[config.mk]
export PLATFORM = sky130hd
export DESIGN_NAME = rmi_irq_top
export DESIGN_NICKNAME = d
export VERILOG_FILES = /design/src/core/rmi_pkg.sv /design/src/core/rmi_pend_bit.sv /design/src/core/rmi_lvl_cmp.sv /design/src/core/rmi_irq_top.sv
export SDC_FILE = /design/constraint.sdc
export NUM_CORES = 1
export LEC_CHECK = 0
export ABC_AREA = 1
export BUFFER_PORTS_ARGS = -buffer_cell sky130_fd_sc_hd__buf_2
export CORE_AREA = 2 2 73 75
export DETAILED_ROUTE_END_ITERATION = 10
export DIE_AREA = 0 0 75 77
export MAX_ROUTING_LAYER = met4
export PLACE_DENSITY = 0.79
export RECOVER_POWER = 100
export SKIP_LAST_GASP = 1
export SYNTH_ARGS = -nofsm -noshare
export SYNTH_HDL_FRONTEND = slang
export SYNTH_SLANG_ARGS = --single-unit
[constraint.sdc]
create_clock -name clk_i -period 1.6 [get_ports clk_i]
set_input_delay 0.32 -clock clk_i [delete_from_list [all_inputs] [get_ports clk_i]]
set_output_delay 0.32 -clock clk_i [all_outputs]
set_load 0.02 [all_outputs]
[src/core/rmi_pkg.sv]
// Shared constants and carriers for the radio MAC interrupt set/mask block
`default_nettype none

package rmi_pkg;

	// Register byte offsets
	localparam logic [7:0] OFS_IRQ_PENDING     = 8'hc0;
	localparam logic [7:0] OFS_IRQ_CLEAR       = 8'hc4;
	localparam logic [7:0] OFS_IRQ_FORCE       = 8'hc8;
	localparam logic [7:0] OFS_IRQ_ENABLE_MASK = 8'hcc;
	localparam logic [7:0] OFS_FIFO_THRESH     = 8'hd0;
	localparam logic [7:0] OFS_FRAME_PEND      = 8'hd4;

	// Source bit positions in the pending vector
	localparam int BIT_ACTION_STARTED  = 15;
	localparam int BIT_SYNC_DETECTED   = 14;
	localparam int BIT_COMPLETE_CLOCK  = 13;
	localparam int BIT_CRC_FAIL        = 12;
	localparam int BIT_FILTER_FAIL     = 11;
	localparam int BIT_SOFT_CLOCK      = 10;
	localparam int BIT_FIFO_THRESHOLD  = 9;
	localparam int BIT_RX_DONE         = 2;
	localparam int BIT_DATA_REQUEST    = 1;
	localparam int BIT_ACTION_COMPLETE = 0;

	// Implemented source bits; all others are reserved
	localparam logic [31:0] SRC_VALID_MASK = 32'h0000fe07;

	// Values after reset
	localparam logic [31:0] RST_IRQ_PENDING     = 32'h00000000;
	localparam logic [31:0] RST_IRQ_ENABLE_MASK = 32'h00000000;
	localparam int          FIFO_LVL_W          = 8;
	localparam logic [7:0]  RST_FIFO_THRESH     = 8'hff;
	localparam logic        RST_FRAME_PEND      = 1'b0;

	// Processor register port, one cycle per access
	typedef struct packed {
		logic [7:0]  addr;
		logic [31:0] wdata;
		logic        wr;
		logic        rd;
	} rmi_bus_t;

	// One-cycle event pulses from the rest of the accelerator
	typedef struct packed {
		logic action_started;
		logic sync_detected;
		logic complete_clock;
		logic crc_fail;
		logic filter_fail;
		logic soft_complete_clock;
		logic rx_done;
		logic data_request;
		logic action_complete;
	} rmi_evt_t;

endpackage

`default_nettype wire

[src/core/rmi_pend_bit.sv]
// One sticky pending interrupt source bit
`default_nettype none

module rmi_pend_bit
(
	input  wire logic clk_i,
	input  wire logic rst_b_i,
	input  wire logic event_i,
	input  wire logic force_i,
	input  wire logic clear_i,
	output logic      q_o
);
	import rmi_pkg::*;

	logic q_reg;
	logic q_next;

	// Set beats clear so an event in the clear cycle is kept
	always_comb
	begin
		q_next = (q_reg & ~clear_i) | event_i | force_i;
	end

	// Pending flop
	always_ff @(posedge clk_i or negedge rst_b_i)
	begin
		if (!rst_b_i)
			q_reg <= 1'b0;
		else
			q_reg <= q_next;
	end

	assign q_o = q_reg;

endmodule

`default_nettype wire

[src/core/rmi_lvl_cmp.sv]
// Rising-edge detector for the receive FIFO level against a threshold
`default_nettype none

module rmi_lvl_cmp
#(
	parameter int LVL_W = rmi_pkg::FIFO_LVL_W
)
(
	input  wire logic             clk_i,
	input  wire logic             rst_b_i,
	input  wire logic [LVL_W-1:0] level_i,
	input  wire logic [LVL_W-1:0] thresh_i,
	output logic                  hit_o
);
	import rmi_pkg::*;

	logic at_or_above;
	logic above_reg;

	// Reached or exceeded
	assign at_or_above = (level_i >= thresh_i);

	// Previous comparison, so a level that stays high fires once
	always_ff @(posedge clk_i or negedge rst_b_i)
	begin
		if (!rst_b_i)
			above_reg <= 1'b0;
		else
			above_reg <= at_or_above;
	end

	assign hit_o = at_or_above & ~above_reg;

endmodule

`default_nettype wire

[src/core/rmi_irq_top.sv]
// Interrupt force, clear and enable logic of the radio MAC accelerator
//
// Overview of operation
// - Force write ORs written pattern into pending sources; zeros change nothing.
// - Bit 15 pends when an auto-sequence starts, immediate or timed.
// - Bit 14 pends when the modem detects a new incoming packet.
// - Bit 13 pends on complete clock trigger, bit 10 on soft one.
// - Bit 12 pends on checksum failure, bit 11 on filter rejection.
// - Bit 9 pends when receive FIFO level reaches or exceeds threshold.
// - Bit 2 pends when a packet is received successfully.
// - Bit 1 pends on data request; software may set frame pending.
// - Bit 0 pends when a whole auto-sequence has finished.
// - Interrupt raised only by pending sources whose enable bit is one.
// - Clear write inverts pattern and ANDs it into pending sources; an event in the same cycle wins.
`default_nettype none

module rmi_irq_top
#(
	parameter int LVL_W = rmi_pkg::FIFO_LVL_W
)
(
	input  wire logic             clk_i,
	input  wire logic             rst_b_i,
	input  wire rmi_pkg::rmi_bus_t bus_i,
	output logic [31:0]           rdata_o,
	input  wire rmi_pkg::rmi_evt_t evt_i,
	input  wire logic [LVL_W-1:0] fifo_level_i,
	output logic                  irq_o,
	output logic                  frame_pending_o
);
	import rmi_pkg::*;

	logic [31:0]      src_evt;
	logic [31:0]      force_vec;
	logic [31:0]      clear_vec;
	logic [31:0]      pend;
	logic [31:0]      mask_reg;
	logic [LVL_W-1:0] thresh_reg;
	logic             frmpnd_reg;
	logic [31:0]      rdata_reg;
	logic [31:0]      rdata_next;
	logic             wr_force;
	logic             wr_clear;
	logic             wr_mask;
	logic             wr_thresh;
	logic             wr_frmpnd;
	logic             lvl_hit;

	// Write decode; unmapped writes fall through and do nothing
	assign wr_force  = bus_i.wr && (bus_i.addr == OFS_IRQ_FORCE);
	assign wr_clear  = bus_i.wr && (bus_i.addr == OFS_IRQ_CLEAR);
	assign wr_mask   = bus_i.wr && (bus_i.addr == OFS_IRQ_ENABLE_MASK);
	assign wr_thresh = bus_i.wr && (bus_i.addr == OFS_FIFO_THRESH);
	assign wr_frmpnd = bus_i.wr && (bus_i.addr == OFS_FRAME_PEND);

	// Force pattern, reserved positions dropped
	assign force_vec = wr_force ? (bus_i.wdata & SRC_VALID_MASK) : '0;
	// Clear pattern; force has no path to clear a bit
	assign clear_vec = wr_clear ? (bus_i.wdata & SRC_VALID_MASK) : '0;

	// FIFO threshold crossing, one pulse per crossing
	// Limitation: clearing the bit while the level stays high does not
	// re-arm it; the level must drop below the threshold first
	rmi_lvl_cmp #(
		.LVL_W    (LVL_W)
	) u_lvl (
		.clk_i    (clk_i),
		.rst_b_i  (rst_b_i),
		.level_i  (fifo_level_i),
		.thresh_i (thresh_reg),
		.hit_o    (lvl_hit)
	);

	// Hardware events mapped onto the source vector
	always_comb
	begin
		src_evt                      = '0;
		src_evt[BIT_ACTION_STARTED]  = evt_i.action_started;
		src_evt[BIT_SYNC_DETECTED]   = evt_i.sync_detected;
		src_evt[BIT_COMPLETE_CLOCK]  = evt_i.complete_clock;
		src_evt[BIT_SOFT_CLOCK]      = evt_i.soft_complete_clock;
		src_evt[BIT_CRC_FAIL]        = evt_i.crc_fail;
		src_evt[BIT_FILTER_FAIL]     = evt_i.filter_fail;
		src_evt[BIT_FIFO_THRESHOLD]  = lvl_hit;
		src_evt[BIT_RX_DONE]         = evt_i.rx_done;
		src_evt[BIT_DATA_REQUEST]    = evt_i.data_request;
		src_evt[BIT_ACTION_COMPLETE] = evt_i.action_complete;
	end

	// One sticky bit per implemented source; reserved bits stay zero
	for (genvar i = 0; i < 32; i++)
	begin : g_src
		if (SRC_VALID_MASK[i])
		begin : g_bit
			rmi_pend_bit u_bit (
				.clk_i   (clk_i),
				.rst_b_i (rst_b_i),
				.event_i (src_evt[i]),
				.force_i (force_vec[i]),
				.clear_i (clear_vec[i]),
				.q_o     (pend[i])
			);
		end
		else
		begin : g_rsv
			assign pend[i] = 1'b0;
		end
	end

	// Enable mask; reserved positions cannot be written
	always_ff @(posedge clk_i or negedge rst_b_i)
	begin
		if (!rst_b_i)
			mask_reg <= RST_IRQ_ENABLE_MASK;
		else if (wr_mask)
			mask_reg <= bus_i.wdata & SRC_VALID_MASK;
	end

	// FIFO threshold; reset high so an empty FIFO does not fire
	always_ff @(posedge clk_i or negedge rst_b_i)
	begin
		if (!rst_b_i)
			thresh_reg <= LVL_W'(RST_FIFO_THRESH);
		else if (wr_thresh)
			thresh_reg <= bus_i.wdata[LVL_W-1:0];
	end

	// Frame pending control for the fast reply to a data request
	always_ff @(posedge clk_i or negedge rst_b_i)
	begin
		if (!rst_b_i)
			frmpnd_reg <= RST_FRAME_PEND;
		else if (wr_frmpnd)
			frmpnd_reg <= bus_i.wdata[0];
	end

	assign frame_pending_o = frmpnd_reg;

	// Read mux; write-only registers and holes read as zero
	always_comb
	begin
		rdata_next = '0;
		unique case (bus_i.addr)
			OFS_IRQ_PENDING:     rdata_next = pend;
			OFS_IRQ_ENABLE_MASK: rdata_next = mask_reg;
			OFS_FIFO_THRESH:     rdata_next = 32'(thresh_reg);
			OFS_FRAME_PEND:      rdata_next = {31'h0, frmpnd_reg};
			default:             rdata_next = '0;
		endcase
	end

	// Read data valid only in the cycle after the strobe
	always_ff @(posedge clk_i or negedge rst_b_i)
	begin
		if (!rst_b_i)
			rdata_reg <= '0;
		else if (bus_i.rd)
			rdata_reg <= rdata_next;
		else
			rdata_reg <= '0;
	end

	assign rdata_o = rdata_reg;

	// Level output straight from flops; no extra latency on the line
	assign irq_o = |(pend & mask_reg);

	// Force sets every written source bit
	AST_FORCE_SETS: assert property (
		@(posedge clk_i) disable iff (!rst_b_i)
		wr_force |=>
			((pend & $past(force_vec)) == $past(force_vec)))
		else $error("force write did not set its bits");

	// A force write never drops a pending bit
	AST_FORCE_NO_CLEAR: assert property (
		@(posedge clk_i) disable iff (!rst_b_i)
		wr_force |=> ((pend & $past(pend)) == $past(pend)))
		else $error("force write cleared a pending bit");

	// Action started
	AST_ACTION_STARTED: assert property (
		@(posedge clk_i) disable iff (!rst_b_i)
		evt_i.action_started |=> pend[15])
		else $error("action started not pending");

	// Sync detected
	AST_SYNC_DETECTED: assert property (
		@(posedge clk_i) disable iff (!rst_b_i)
		evt_i.sync_detected |=> pend[14])
		else $error("sync detected not pending");

	// Both clock triggers
	AST_CLOCK_TRIGGERS: assert property (
		@(posedge clk_i) disable iff (!rst_b_i)
		(evt_i.complete_clock || evt_i.soft_complete_clock) |=>
			((pend[13] || !$past(evt_i.complete_clock)) &&
			 (pend[10] || !$past(evt_i.soft_complete_clock))))
		else $error("clock trigger not pending");

	// Checksum and filter failures
	AST_RX_FAILS: assert property (
		@(posedge clk_i) disable iff (!rst_b_i)
		(evt_i.crc_fail || evt_i.filter_fail) |=>
			((pend[12] || !$past(evt_i.crc_fail)) &&
			 (pend[11] || !$past(evt_i.filter_fail))))
		else $error("receive failure not pending");

	// Level crossing seen from the ports
	AST_FIFO_LEVEL: assert property (
		@(posedge clk_i) disable iff (!rst_b_i)
		((fifo_level_i >= thresh_reg) &&
		 !$past(fifo_level_i >= thresh_reg)) |=> pend[9])
		else $error("fifo threshold not pending");

	// Data indication
	AST_RX_DONE: assert property (
		@(posedge clk_i) disable iff (!rst_b_i)
		evt_i.rx_done |=> pend[2])
		else $error("rx done not pending");

	// Poll indication
	AST_DATA_REQUEST: assert property (
		@(posedge clk_i) disable iff (!rst_b_i)
		evt_i.data_request |=> pend[1])
		else $error("data request not pending");

	// Action complete
	AST_ACTION_COMPLETE: assert property (
		@(posedge clk_i) disable iff (!rst_b_i)
		evt_i.action_complete |=> pend[0])
		else $error("action complete not pending");

	// A bit only rises for its event or a force
	AST_NO_SPURIOUS: assert property (
		@(posedge clk_i) disable iff (!rst_b_i)
		((pend & ~$past(pend)) & ~($past(src_evt) | $past(force_vec)))
			== 32'h0)
		else $error("pending bit rose without cause");

	// Masked-off sources keep the line low
	AST_MASK_GATES: assert property (
		@(posedge clk_i) disable iff (!rst_b_i)
		(wr_mask && (bus_i.wdata == 32'h0)) |=> !irq_o)
		else $error("interrupt with empty mask");

	// Enabling a pending source raises the line next cycle
	AST_MASK_ENABLE: assert property (
		@(posedge clk_i) disable iff (!rst_b_i)
		(wr_mask && !wr_clear && ((bus_i.wdata & pend) != 32'h0))
			|=> irq_o)
		else $error("enabled pending source gave no interrupt");

	// Clear drops the written bits unless an event hits them
	AST_CLEAR: assert property (
		@(posedge clk_i) disable iff (!rst_b_i)
		wr_clear |=>
			(((pend & $past(clear_vec) & ~$past(src_evt)) == 32'h0)
			&& ((pend & ~$past(clear_vec)) ==
			    (($past(pend) | $past(src_evt))
			     & ~$past(clear_vec)))))
		else $error("clear write misbehaved");

	// Line holds until a clear or a mask change
	AST_IRQ_HOLD: assert property (
		@(posedge clk_i) disable iff (!rst_b_i)
		(irq_o && !wr_clear && !wr_mask) |=> irq_o [*1])
		else $error("interrupt dropped without clear");

	// Reserved positions never pend or read back
	AST_RESERVED: assert property (
		@(posedge clk_i) disable iff (!rst_b_i)
		((pend & ~SRC_VALID_MASK) == 32'h0) &&
		((mask_reg & ~SRC_VALID_MASK) == 32'h0))
		else $error("reserved bit set");

	// Read answers in the following cycle only
	AST_READ_TIMING: assert property (
		@(posedge clk_i) disable iff (!rst_b_i)
		(bus_i.rd && (bus_i.addr == OFS_IRQ_ENABLE_MASK)) |=>
			(rdata_o == $past(mask_reg)) ##1
			(rdata_o == 32'h0 || $past(bus_i.rd)))
		else $error("mask read data wrong");

	// Force alone ORs in exactly the written pattern
	AST_FORCE_EXACT: assert property (
		@(posedge clk_i) disable iff (!rst_b_i)
		(wr_force && (src_evt == 32'h0)) |=>
			(pend == ($past(pend) | ($past(bus_i.wdata) & SRC_VALID_MASK))))
		else $error("force write result wrong");

	// Mask takes the written enables, reserved ones dropped
	AST_MASK_WRITE: assert property (
		@(posedge clk_i) disable iff (!rst_b_i)
		wr_mask |=> (mask_reg == ($past(bus_i.wdata) & SRC_VALID_MASK)))
		else $error("mask write not taken");

	// Mask only moves on its own write
	AST_MASK_STEADY: assert property (
		@(posedge clk_i) disable iff (!rst_b_i)
		!wr_mask |=> $stable(mask_reg))
		else $error("mask changed without write");

	// Line only rises after an event, a force or a mask write
	AST_IRQ_CAUSE: assert property (
		@(posedge clk_i) disable iff (!rst_b_i)
		$rose(irq_o) |->
			$past(wr_mask || wr_force || (src_evt != 32'h0)))
		else $error("interrupt rose without cause");

	// Clearing every enabled pending bit drops the line
	AST_CLEAR_TO_IRQ: assert property (
		@(posedge clk_i) disable iff (!rst_b_i)
		(wr_clear && (src_evt == 32'h0) &&
		 ((pend & mask_reg & ~clear_vec) == 32'h0)) |=> !irq_o)
		else $error("interrupt held after clear");

	// Frame pending control follows its write
	AST_FRAME_PEND: assert property (
		@(posedge clk_i) disable iff (!rst_b_i)
		wr_frmpnd |=> (frame_pending_o == $past(bus_i.wdata[0])))
		else $error("frame pending write not taken");

	// Read data fall back to zero without a read strobe
	AST_READ_IDLE: assert property (
		@(posedge clk_i) disable iff (!rst_b_i)
		!bus_i.rd |=> (rdata_o == 32'h0))
		else $error("read data outside read cycle");

	// Pending status read returns the sticky bits
	AST_PEND_READ: assert property (
		@(posedge clk_i) disable iff (!rst_b_i)
		(bus_i.rd && (bus_i.addr == OFS_IRQ_PENDING)) |=>
			(rdata_o == $past(pend)))
		else $error("pending read data wrong");

endmodule

`default_nettype wire

==> run_results.csv, run 1 <==
group,metric,value,unit
outcome,outcome,"finished with violations",
outcome,violations,"setup timing",
critical_path,crit_type,"reg -> out",
layout,mostFrequentLayoutCells,"nand2_1 (79), buf_2 (40), dfrtp_1 (37)",
critical_path,critPathBufInv,1,
timing,finalCriticalPeriod,1.63,ns
timing,setup_viol,1,
cts,cts_buffers,5,
cts,clkLatencyLatePin,0.29,ns
cts,cts_hold_buf,0,
cts,clk_path_buf_depth,2,
layout,design_area,2750,um2
layout,syn2layout_area_growth,18.1,%
power,internal_power,0.00182,W
cts,root_buffer,"clkbuf_8",
layout,largest_register_ffs,15,
logic_synthesis,ys_types,29,
logic_synthesis,synth-edff-count,0,
detailed_routing,drt_iter0_drc,198,
die,die_h,77,um
place,dp_hpwl,3.77,mm
layout,layout_commonest_cell,"nand2_1",
detailed_routing,viasPerCell,4.69,
die,die_w,75,um
die,pin_count,95,
timing,min_period_over_period,102,%
detailed_routing,postRouteWirelength,5.05,mm
logic_synthesis,netlist_area,2330,um2
power,switching_power,0.000600,W
detailed_routing,wire_per_inst,12.1,um
detailed_routing,drtPass1Iterations,4,
timing,final-max-slew-violation-count,0,
logic_synthesis,yosys_most_used_dff,"dfrtp_1",
timing,fin_skew,0.00170,ns
run,drv_cap,0,
cts,htreeDepth,2,
power,seq_power_share,50.1,%
cts,cts.clk_slew.worst_paths,0.08,ns
critical_path,path_delay_family,"flip-flops",
global_routing,antenna_found_initial,0,
critical_path,cp_slowest_cell,"dfrtp_1",
critical_path,cp_data_arrival_time,1.31,ns
die,core-area,4980,um2
power,power_density,880,nW/um2
min_path,hold_class,"in -> reg",
global_routing,grt_pass1_wl,8.59,mm
global_routing,grt_pass1_vias,1929,
logic_synthesis,synth-seq-cells,45,
power,leakagePower,1.38,nW
power,ir_drop,0.545,mV
logic_synthesis,synth_area_leader_cell,"dfrtp_1",
cts,cts_tree,"yes",
timing,rsz0062_at_grt,"true",
layout,antennaDiodeCount,0,
detailed_routing,vias,1951,
global_routing,grt_start_max_net_pins,26,
logic_synthesis,avgSynthCellArea,8.37,um2
die,fp-row-count,26,
layout,fin_nets,414,
timing,slew_headroom,12.0,%
layout,drive_above_1_share,21.1,%
critical_path,crit_fanout,2,
die,die_area,5780,um2
logic_synthesis,syn_inst,278,
logic_synthesis,yosys_warnings,0,
global_routing,gr-usage-all-layers,20.1,%
timing,tightestPinTransition,1.32,ns
power,clkPwrFrac,36.5,%
critical_path,end_kind,"output pin",
place,io_buffers,60,
timing,holdWs,0.207,ns
logic_synthesis,async_flop_share,100,%
critical_path,max_stage_delay,0.40,ns
logic_synthesis,synth_area_leaders,"dfrtp_1 (40%), nand2_1 (13%), dfstp_2 (9.0%)",
global_routing,overflow,0,
timing,hold_viol_final,0,
detailed_routing,drc,0,
power,power_switching_share,24.8,%
timing,setup_slack,-0.0348,ns
detailed_routing,drtAntennaViolNets,0,
logic_synthesis,synth_top_area_share,39.8,%
place,placed_cell_area,2660,um2
logic_synthesis,yosysSeqAreaShare,48.8,%
place,globalplace.congestion,0.814,
cts,numClockSinks,45,
die,start_util,46.7,%
critical_path,critPathLaunchType,"flip-flop",
power,p_comb_share,13.4,%
critical_path,critPathRequiredTime,1.28,ns
critical_path,worstPathCellList,"a22o_1 -> a21oi_2 -> nand3_2 -> buf_6",
timing,fmax,0.612,GHz
-- through the flow --
| step | setup slack, ns | instances | setup TNS (ns) | power (W) | utilization [%] |
|---|---|---|---|---|---|
| 2_1_floorplan | 0.225 | 294 | 0 | 0.00143 | - |
| 3_3_place_gp | 0.150 | 406 | 0 | 0.00153 | 53.4 |
| 3_5_place_dp | 0.127 | 406 | 0 | 0.00154 | 53.4 |
| 4_1_cts | -0.0563 | 416 | -0.0563 | 0.00244 | 56.4 |
| 5_1_grt | -0.137 | 416 | -2.51 | 0.00254 | 55.2 |
| 6_report | -0.0348 | 416 | -0.0348 | 0.00242 | 55.2 |
-- final timing paths --
check                      slack [ns]  cells past startpoint                 startpoint                   endpoint
setup / recovery                -0.03                      4  g_src[13].g_bit.u_bit.q_o                      irq_o
hold / removal                   0.21                      3                   evt_i[8]  g_src[15].g_bit.u_bit.q_o
setup reg to reg                 0.10                      8              thresh_reg[5]   g_src[9].g_bit.u_bit.q_o
hold reg to reg                  0.49                      2              thresh_reg[0]              thresh_reg[0]
max in group asynchronous        0.18                      2                    rst_b_i  g_src[11].g_bit.u_bit.q_o
min in group asynchronous        0.30                      1                    rst_b_i                 rdata_o[5]
-- power groups by stage --
stage | clock (W) | sequential [W] | combinational (W)
after floorplan | 0 | 0.00123 | 0.000206
after global placement | 0 | 0.00123 | 0.000298
after detailed placement | 0 | 0.00123 | 0.000309
after CTS | 0.000896 | 0.00121 | 0.000335
after global routing | 0.000955 | 0.00121 | 0.000369
final | 0.000882 | 0.00121 | 0.000324
-- layer usage --
layer  wire length (um)  part of all wire, %  GRT usage, %  vias up
li1                   -                    -             -      986
met1               2170                   43          25.2      891
met2               2470                   49          31.5       61
met3                261                  5.2          4.20       13
met4                144                  2.9          7.68        0
met5                  0                    0             -        -
-- what timing repair did --
item | in CTS | in global routing
pin swaps | 1 | 0
setup buffers | 2 | 0
resized for setup | 5 | 2
endpoints found under the setup margin | 1 | 2
-- cell families (layout without fill, tap and decap cells) --
family / Yosys count / after routing / synth area share (%)
AO/OA/AOI/OAI: 53 / 53 / 12.3
other: 1 / 17 / 0.161
buffers and inverters: 53 / 105 / 12.1
adder cells (fa/ha/maj): 8 / 8 / 4.30
flip-flops: 45 / 45 / 48.8
AND/OR/NAND/NOR: 118 / 118 / 22.3
-- Yosys cell counts, types with 2 or more instances --
| master | n |
|---|---|
| buf_4 | 18 |
| o21ai_0 | 22 |
| nand2_1 | 78 |
| nor3_1 | 5 |
| ha_1 | 8 |
| a21oi_1 | 20 |
| nor2_4 | 2 |
| o21ai_2 | 2 |
| o21ai_1 | 4 |
| nand4_1 | 2 |
| nand3_1 | 10 |
| dfrtp_1 | 37 |
| inv_1 | 29 |
| nand2_2 | 4 |
| dfstp_2 | 8 |
| clkbuf_1 | 3 |
| nor2_2 | 3 |
| nor2_1 | 12 |
-- cell type report --
class                   instances  area (um2)
multi-input cells             196         967
inverters                      30         115
well taps                      70        87.6
clock inverters                 1        30.0
fillers                       469        2230
flip-flops and latches         45        1140
clock buffers                   7        86.3
repair buffers                 67         325
-- worst register-to-register path: cells and delay by family, from the launching register on --
family          cells  cell delay, ns
compound gates      1            0.16
fa+ha+maj           1            0.30
buf+inv             1            0.06
simple gates        5            0.36
flops               1            0.52
(Power assumes the default switching activity.)
==> inputs of run 2 (changes only) <==
--- a/config.mk
+++ b/config.mk
@@ -7,11 +7,12 @@
 export LEC_CHECK = 0
 export ABC_AREA = 1
 export BUFFER_PORTS_ARGS = -buffer_cell sky130_fd_sc_hd__buf_2
-export CORE_AREA = 2 2 73 75
+export CORE_AREA = 2 2 72 74
+export CTS_BUF_LIST = sky130_fd_sc_hd__clkbuf_2 sky130_fd_sc_hd__clkbuf_4 sky130_fd_sc_hd__clkbuf_8
 export DETAILED_ROUTE_END_ITERATION = 10
-export DIE_AREA = 0 0 75 77
+export DIE_AREA = 0 0 74 76
 export MAX_ROUTING_LAYER = met4
-export PLACE_DENSITY = 0.79
+export PLACE_DENSITY = 0.81
 export RECOVER_POWER = 100
 export SKIP_LAST_GASP = 1
 export SYNTH_ARGS = -nofsm -noshare
==> run 2 against run 1 <==
Against the previous run: routed wire length down 8.2%; largest power group unchanged; the flow still finishes with violations (setup timing); first-iteration DRC count decreased by 47%; largest cell class unchanged; via count decreased by 1.1%; clock skew grew 0.0057 ns; total power decreased by 6.1%; sequential share of layout area grew 0.094 points; register-to-register slack about the same; design area fell by 0.23%; critical path type unchanged.
==> run_results.csv, run 2 (synthesized netlist as in run 1, its figures left out) <==
group,metric,value,unit
outcome,outcome,"finished with violations",
outcome,violations,"setup timing",
global_routing,grt_start_max_net_pins,46,
global_routing,grt_pass1_wl,7.65,mm
detailed_routing,postRouteWirelength,4.64,mm
cts,clk_path_buf_depth,2,
place,place_ws,0.124,ns
global_routing,gr-usage-all-layers,18.2,%
die,core-area,4910,um2
cts,htreeDepth,2,
timing,slew_headroom,61.2,%
layout,mostFrequentLayoutCells,"nand2_1 (80), buf_2 (40), dfrtp_1 (37)",
timing,setup_viol,1,
die,die_h,76,um
min_path,hold_class,"in -> reg",
timing,finalCriticalPeriod,1.64,ns
critical_path,critPathLaunchType,"flip-flop",
power,leakagePower,1.38,nW
critical_path,max_stage_delay,0.40,ns
layout,layout_commonest_cell,"nand2_1",
timing,hold_viol_final,0,
critical_path,reg2reg_from,"thresh_reg[1]",
critical_path,crit_type,"reg -> out",
die,fp-row-count,26,
global_routing,antenna_found_initial,0,
detailed_routing,drtAntennaViolNets,0,
detailed_routing,drc,0,
run,drv_cap,0,
power,finalPower,0.00227,W
place,dp_hpwl,3.50,mm
critical_path,critPathBufInv,1,
place,placed_cell_area,2660,um2
critical_path,crit_fanout,2,
cts,cts.clk_slew.worst_paths,0.09,ns
place,globalplace.congestion,0.851,
detailed_routing,viasPerCell,4.64,
layout,design_area,2740,um2
timing,tightestPinTransition,0.582,ns
layout,fin_nets,414,
timing,fin_skew,0.00740,ns
detailed_routing,wire_per_inst,11.1,um
layout,drive_above_1_share,22.0,%
timing,setup_slack,-0.0422,ns
timing,final-max-slew-violation-count,0,
timing,min_period_over_period,103,%
timing,fmax,0.609,GHz
critical_path,path_delay_family,"flip-flops",
power,ir_drop,0.386,mV
critical_path,cp_slowest_cell,"dfrtp_1",
detailed_routing,drt_iter0_drc,104,
critical_path,startpoint,"mask_reg[13]",
cts,root_buffer,"clkbuf_8",
critical_path,worstPathCellList,"a22o_1 -> a21oi_2 -> nand3_2 -> buf_6",
layout,syn2layout_area_growth,17.9,%
die,start_util,47.4,%
die,pin_count,95,
layout,largest_register_ffs,15,
layout,antennaDiodeCount,0,
die,die_w,74,um
cts,cts_tree,"yes",
power,power_density,828,nW/um2
critical_path,end_kind,"output pin",
detailed_routing,drtPass1Iterations,4,
die,die_area,5620,um2
global_routing,grt_pass1_vias,1815,
min_path,hold_start,"evt_i[8]",
critical_path,cp_data_arrival_time,1.32,ns
cts,numClockSinks,45,
cts,cts_buffers,5,
cts,clkLatencyLatePin,0.30,ns
place,io_buffers,60,
timing,rsz0062_at_grt,"true",
global_routing,overflow,0,
detailed_routing,vias,1930,
critical_path,critPathRequiredTime,1.28,ns
==> run 2: changes by cell type in the layout (fill, tap and decap cells not counted), sizes merged <==
cell         previous run  this run
clkinv                  0         2
dlygate4sd3             0         1
clkbuf                 29        28
buf                    45        44
bufinv                  1         0
==> run 2: area by class of cell <==
cell class	instances	area [um2]
Clock inverter	2	13.8
Inverter	30	115
Sequential cell	45	1140
Multi-Input combinational cell	196	975
Tap cell	70	87.6
Fill cell	444	2170
Clock buffer	6	82.6
Timing Repair Buffer	67	332
==> run 2: what timing repair did <==
action,4_1_cts,5_1_grt
hold buffers,1,0
hold endpoints to repair,37,0
setup buffers,0,1
pin swaps,0,4
gates resized for setup,1,8
endpoints found under the setup margin,1,2
==> run 2: path summary, 6_finish.rpt <==
path	endpoint	slack, ns	cells after the start
max in group asynchronous	thresh_reg[5]	0.55	3
min reg2reg	g_src[9].g_bit.u_bit.q_o	0.49	3
max reg2reg	g_src[9].g_bit.u_bit.q_o	0.11	10
max	irq_o	-0.04	4
min in group asynchronous	g_src[13].g_bit.u_bit.q_o	0.65	3
min	g_src[15].g_bit.u_bit.q_o	0.19	3
==> run 2: power by group <==
part | switching [W] | internal (W) | total, W
clock | 0.000384 | 0.000350 | 0.000734
sequential | 0.0000227 | 0.00119 | 0.00121
combinational | 0.000201 | 0.000125 | 0.000326
total | 0.000608 | 0.00166 | 0.00227
==> run 2: per-stage QoR <==
| step | hold WS (ns) | TNS (ns) | util, % | std cells |
|---|---|---|---|---|
| CTS | 0.191 | -0.0632 | 56.3 | 415 |
| finish | 0.195 | -0.0422 | 55.8 | 416 |
| global placement | 0.314 | 0 | 54.1 | 406 |
| floorplan | 0.0244 | 0 | - | 294 |
| detailed placement | 0.317 | 0 | 54.1 | 406 |
| global route | 0.189 | -0.171 | 55.8 | 416 |
==> run 2: layer usage <==
layer / GRT usage [%] / vias to the layer above / wire length [um]
met5: - / - / 0
met4: 7.45 / 0 / 111
li1: - / 991 / -
met2: 28.8 / 66 / 2240
met3: 4.50 / 12 / 311
met1: 22.1 / 861 / 1970
==> run 2: tightest hold or removal path, stage by stage <==
cell,delay (ns)
buf_2,0.07
a21oi_1,0.03
nand2_1,0.05
==> inputs of run 3 (changes only) <==
--- a/config.mk
+++ b/config.mk
@@ -6,7 +6,7 @@
 export NUM_CORES = 1
 export LEC_CHECK = 0
 export ABC_AREA = 1
-export BUFFER_PORTS_ARGS = -buffer_cell sky130_fd_sc_hd__buf_2
+export BUFFER_PORTS_ARGS = -buffer_cell sky130_fd_sc_hd__clkbuf_2
 export CORE_AREA = 2 2 72 74
 export CTS_BUF_LIST = sky130_fd_sc_hd__clkbuf_2 sky130_fd_sc_hd__clkbuf_4 sky130_fd_sc_hd__clkbuf_8
 export DETAILED_ROUTE_END_ITERATION = 10
@@ -14,6 +14,7 @@
 export MAX_ROUTING_LAYER = met4
 export PLACE_DENSITY = 0.81
 export RECOVER_POWER = 100
+export SETUP_SLACK_MARGIN = 0.3
 export SKIP_LAST_GASP = 1
 export SYNTH_ARGS = -nofsm -noshare
 export SYNTH_HDL_FRONTEND = slang
==> constraint.sdc (replaced) <==
create_clock -name clk_i -period 1.9 [get_ports clk_i]
set_input_delay 0.38 -clock clk_i [delete_from_list [all_inputs] [get_ports clk_i]]
set_output_delay 0.38 -clock clk_i [all_outputs]
set_load 0.02 [all_outputs]
==> run 3 against run 2 <==
Against the previous run: the flow now finishes without violations; clock skew is 0.0048 ns higher; global-route usage is 0.11 points higher; routed wire length is 2.2% higher; sequential cell count stayed put; clock-buffer cell count is 1 lower; die area stayed put; critical path depth stayed put; final cell count is 0.24% lower; non-clock buffer count is 1 lower; sequential share of layout area is 0.23 points higher; via count is 0.16% higher.
==> run_results.csv, run 3 (synthesized netlist as in run 1, its figures left out) <==
group,metric,value,unit
outcome,outcome,"finished, final reports clean",
timing,hold_viol_final,0,
cts,cts_hold_buf,0,
detailed_routing,drtAntennaViolNets,0,
critical_path,startpoint,"g_src[13].g_bit.u_bit.q_o",
timing,min_period_over_period,89.1,%
critical_path,end_kind,"output pin",
place,io_buffers,60,
power,power_density,696,nW/um2
timing,slew_headroom,29.1,%
cts,htreeDepth,2,
detailed_routing,drc,0,
power,ir_drop,0.415,mV
layout,fin_cells,415,
timing,fin_skew,0.0122,ns
timing,final-max-slew-violation-count,0,
die,die_area,5620,um2
detailed_routing,drtPass1Iterations,4,
cts,clk_path_buf_depth,2,
critical_path,ff2ff_setup_slack,0.41,ns
layout,mostFrequentLayoutCells,"nand2_1 (79), clkbuf_2 (42), dfrtp_1 (37)",
place,placed_cell_area,2630,um2
critical_path,cp_data_arrival_time,1.31,ns
min_path,min_path_cells,3,
power,finalPower,0.00190,W
timing,tightestPinTransition,1.06,ns
critical_path,critPathRequiredTime,1.52,ns
critical_path,crit_fanout,2,
place,dp.cells,404,
global_routing,grt_pass1_vias,1837,
cts,root_buffer,"clkbuf_8",
timing,tns,0,ns
cts,numClockSinks,45,
critical_path,r2r_cells,7,
global_routing,grt_start_max_net_pins,46,
layout,drive_above_1_share,22.0,%
critical_path,r2r_end,"g_src[9].g_bit.u_bit.q_o",
cts,clkLatencyLatePin,0.31,ns
power,leakagePower,1.38,nW
die,core-area,4910,um2
die,pin_count,95,
layout,antennaDiodeCount,0,
run,drv_cap,0,
die,die_w,74,um
critical_path,crit_type,"reg -> out",
die,start_util,47.4,%
place,globalplace.congestion,0.850,
cts,cts_buffers,5,
place,place_ws,0.308,ns
critical_path,critPathLaunchType,"flip-flop",
timing,rsz0062_at_grt,"true",
detailed_routing,wire_per_inst,11.4,um
layout,syn2layout_area_growth,17.2,%
timing,setup_slack,0.207,ns
min_path,hold_start,"evt_i[2]",
global_routing,grt_pass1_wl,7.83,mm
layout,largest_register_ffs,15,
timing,setup_viol,0,
detailed_routing,vias,1933,
global_routing,antenna_found_initial,0,
timing,finalCriticalPeriod,1.69,ns
die,die_h,76,um
detailed_routing,drt_iter0_drc,129,
min_path,hold-path-endpoint,"g_src[2].g_bit.u_bit.q_o",
cts,cts_tree,"yes",
global_routing,gr-usage-all-layers,18.3,%
place,dp_hpwl,3.51,mm
critical_path,reg2reg_from,"thresh_reg[7]",
layout,layout_commonest_cell,"nand2_1",
timing,fmax,0.591,GHz
layout,fin_nets,413,
detailed_routing,viasPerCell,4.66,
die,fp-row-count,26,
global_routing,overflow,0,
layout,design_area,2730,um2
cts,cts.clk_slew.worst_paths,0.10,ns
min_path,hold_class,"in -> reg",
detailed_routing,postRouteWirelength,4.74,mm
-- run 3: worst max path at each step --
| stage | endpoint | slack [ns] | cells after the start |
|---|---|---|---|
| after floorplan | g_src[9].g_bit.u_bit.q_o | 0.52 | 7 |
| after global placement | mask_reg[15] | 0.33 | 7 |
| after CTS | irq_o | 0.19 | 4 |
| after global routing | irq_o | 0.12 | 5 |
| after detailed placement | mask_reg[2] | 0.31 | 7 |
| final | irq_o | 0.21 | 4 |
-- run 3: critical path, stage by stage, from the launching register on --
cell	delay [ns]
dfrtp_1	0.40
a22o_1	0.25
a21oi_2	0.15
nand3_2	0.09
buf_6	0.14
-- run 3: layout make-up --
cell class	instances	area [um2]
Inverter	30	115
Fill cell	463	2190
Tap cell	70	87.6
Multi-Input combinational cell	196	971
Sequential cell	45	1140
Timing Repair Buffer	66	323
Clock inverter	3	25.0
Clock buffer	5	68.8
-- run 3: what timing repair did --
action / 4_1_cts / 5_1_grt
pin swaps: 0 / 1
resized for setup: 3 / 4
buffers inserted: 2 / 1
cloned: 0 / 0
endpoints found under the setup margin: 1 / 2
-- run 3: per-stage QoR --
stage                     hold WS [ns]  utilization (%)
after floorplan                 0.0844                -
after global placement           0.469             53.5
after detailed placement         0.475             53.5
after CTS                        0.159             56.0
after global routing             0.251             55.5
final                            0.256             55.5
-- run 3: metal layers --
metal | routed length (um) | up-vias | GRT usage (%)
li1 | - | 990 | -
met1 | 2080 | 876 | 22.7
met2 | 2390 | 62 | 30.0
met3 | 234 | 5 | 4.23
met4 | 33 | 0 | 4.91
met5 | 0 | - | -
-- run 3: where the power goes --
part	switching (W)	leakage, nW	total (W)	internal [W]
sequential	0.0000196	0.547	0.00102	0.00100
clock	0.000345	0.0447	0.000611	0.000266
combinational	0.000167	0.787	0.000267	0.000101
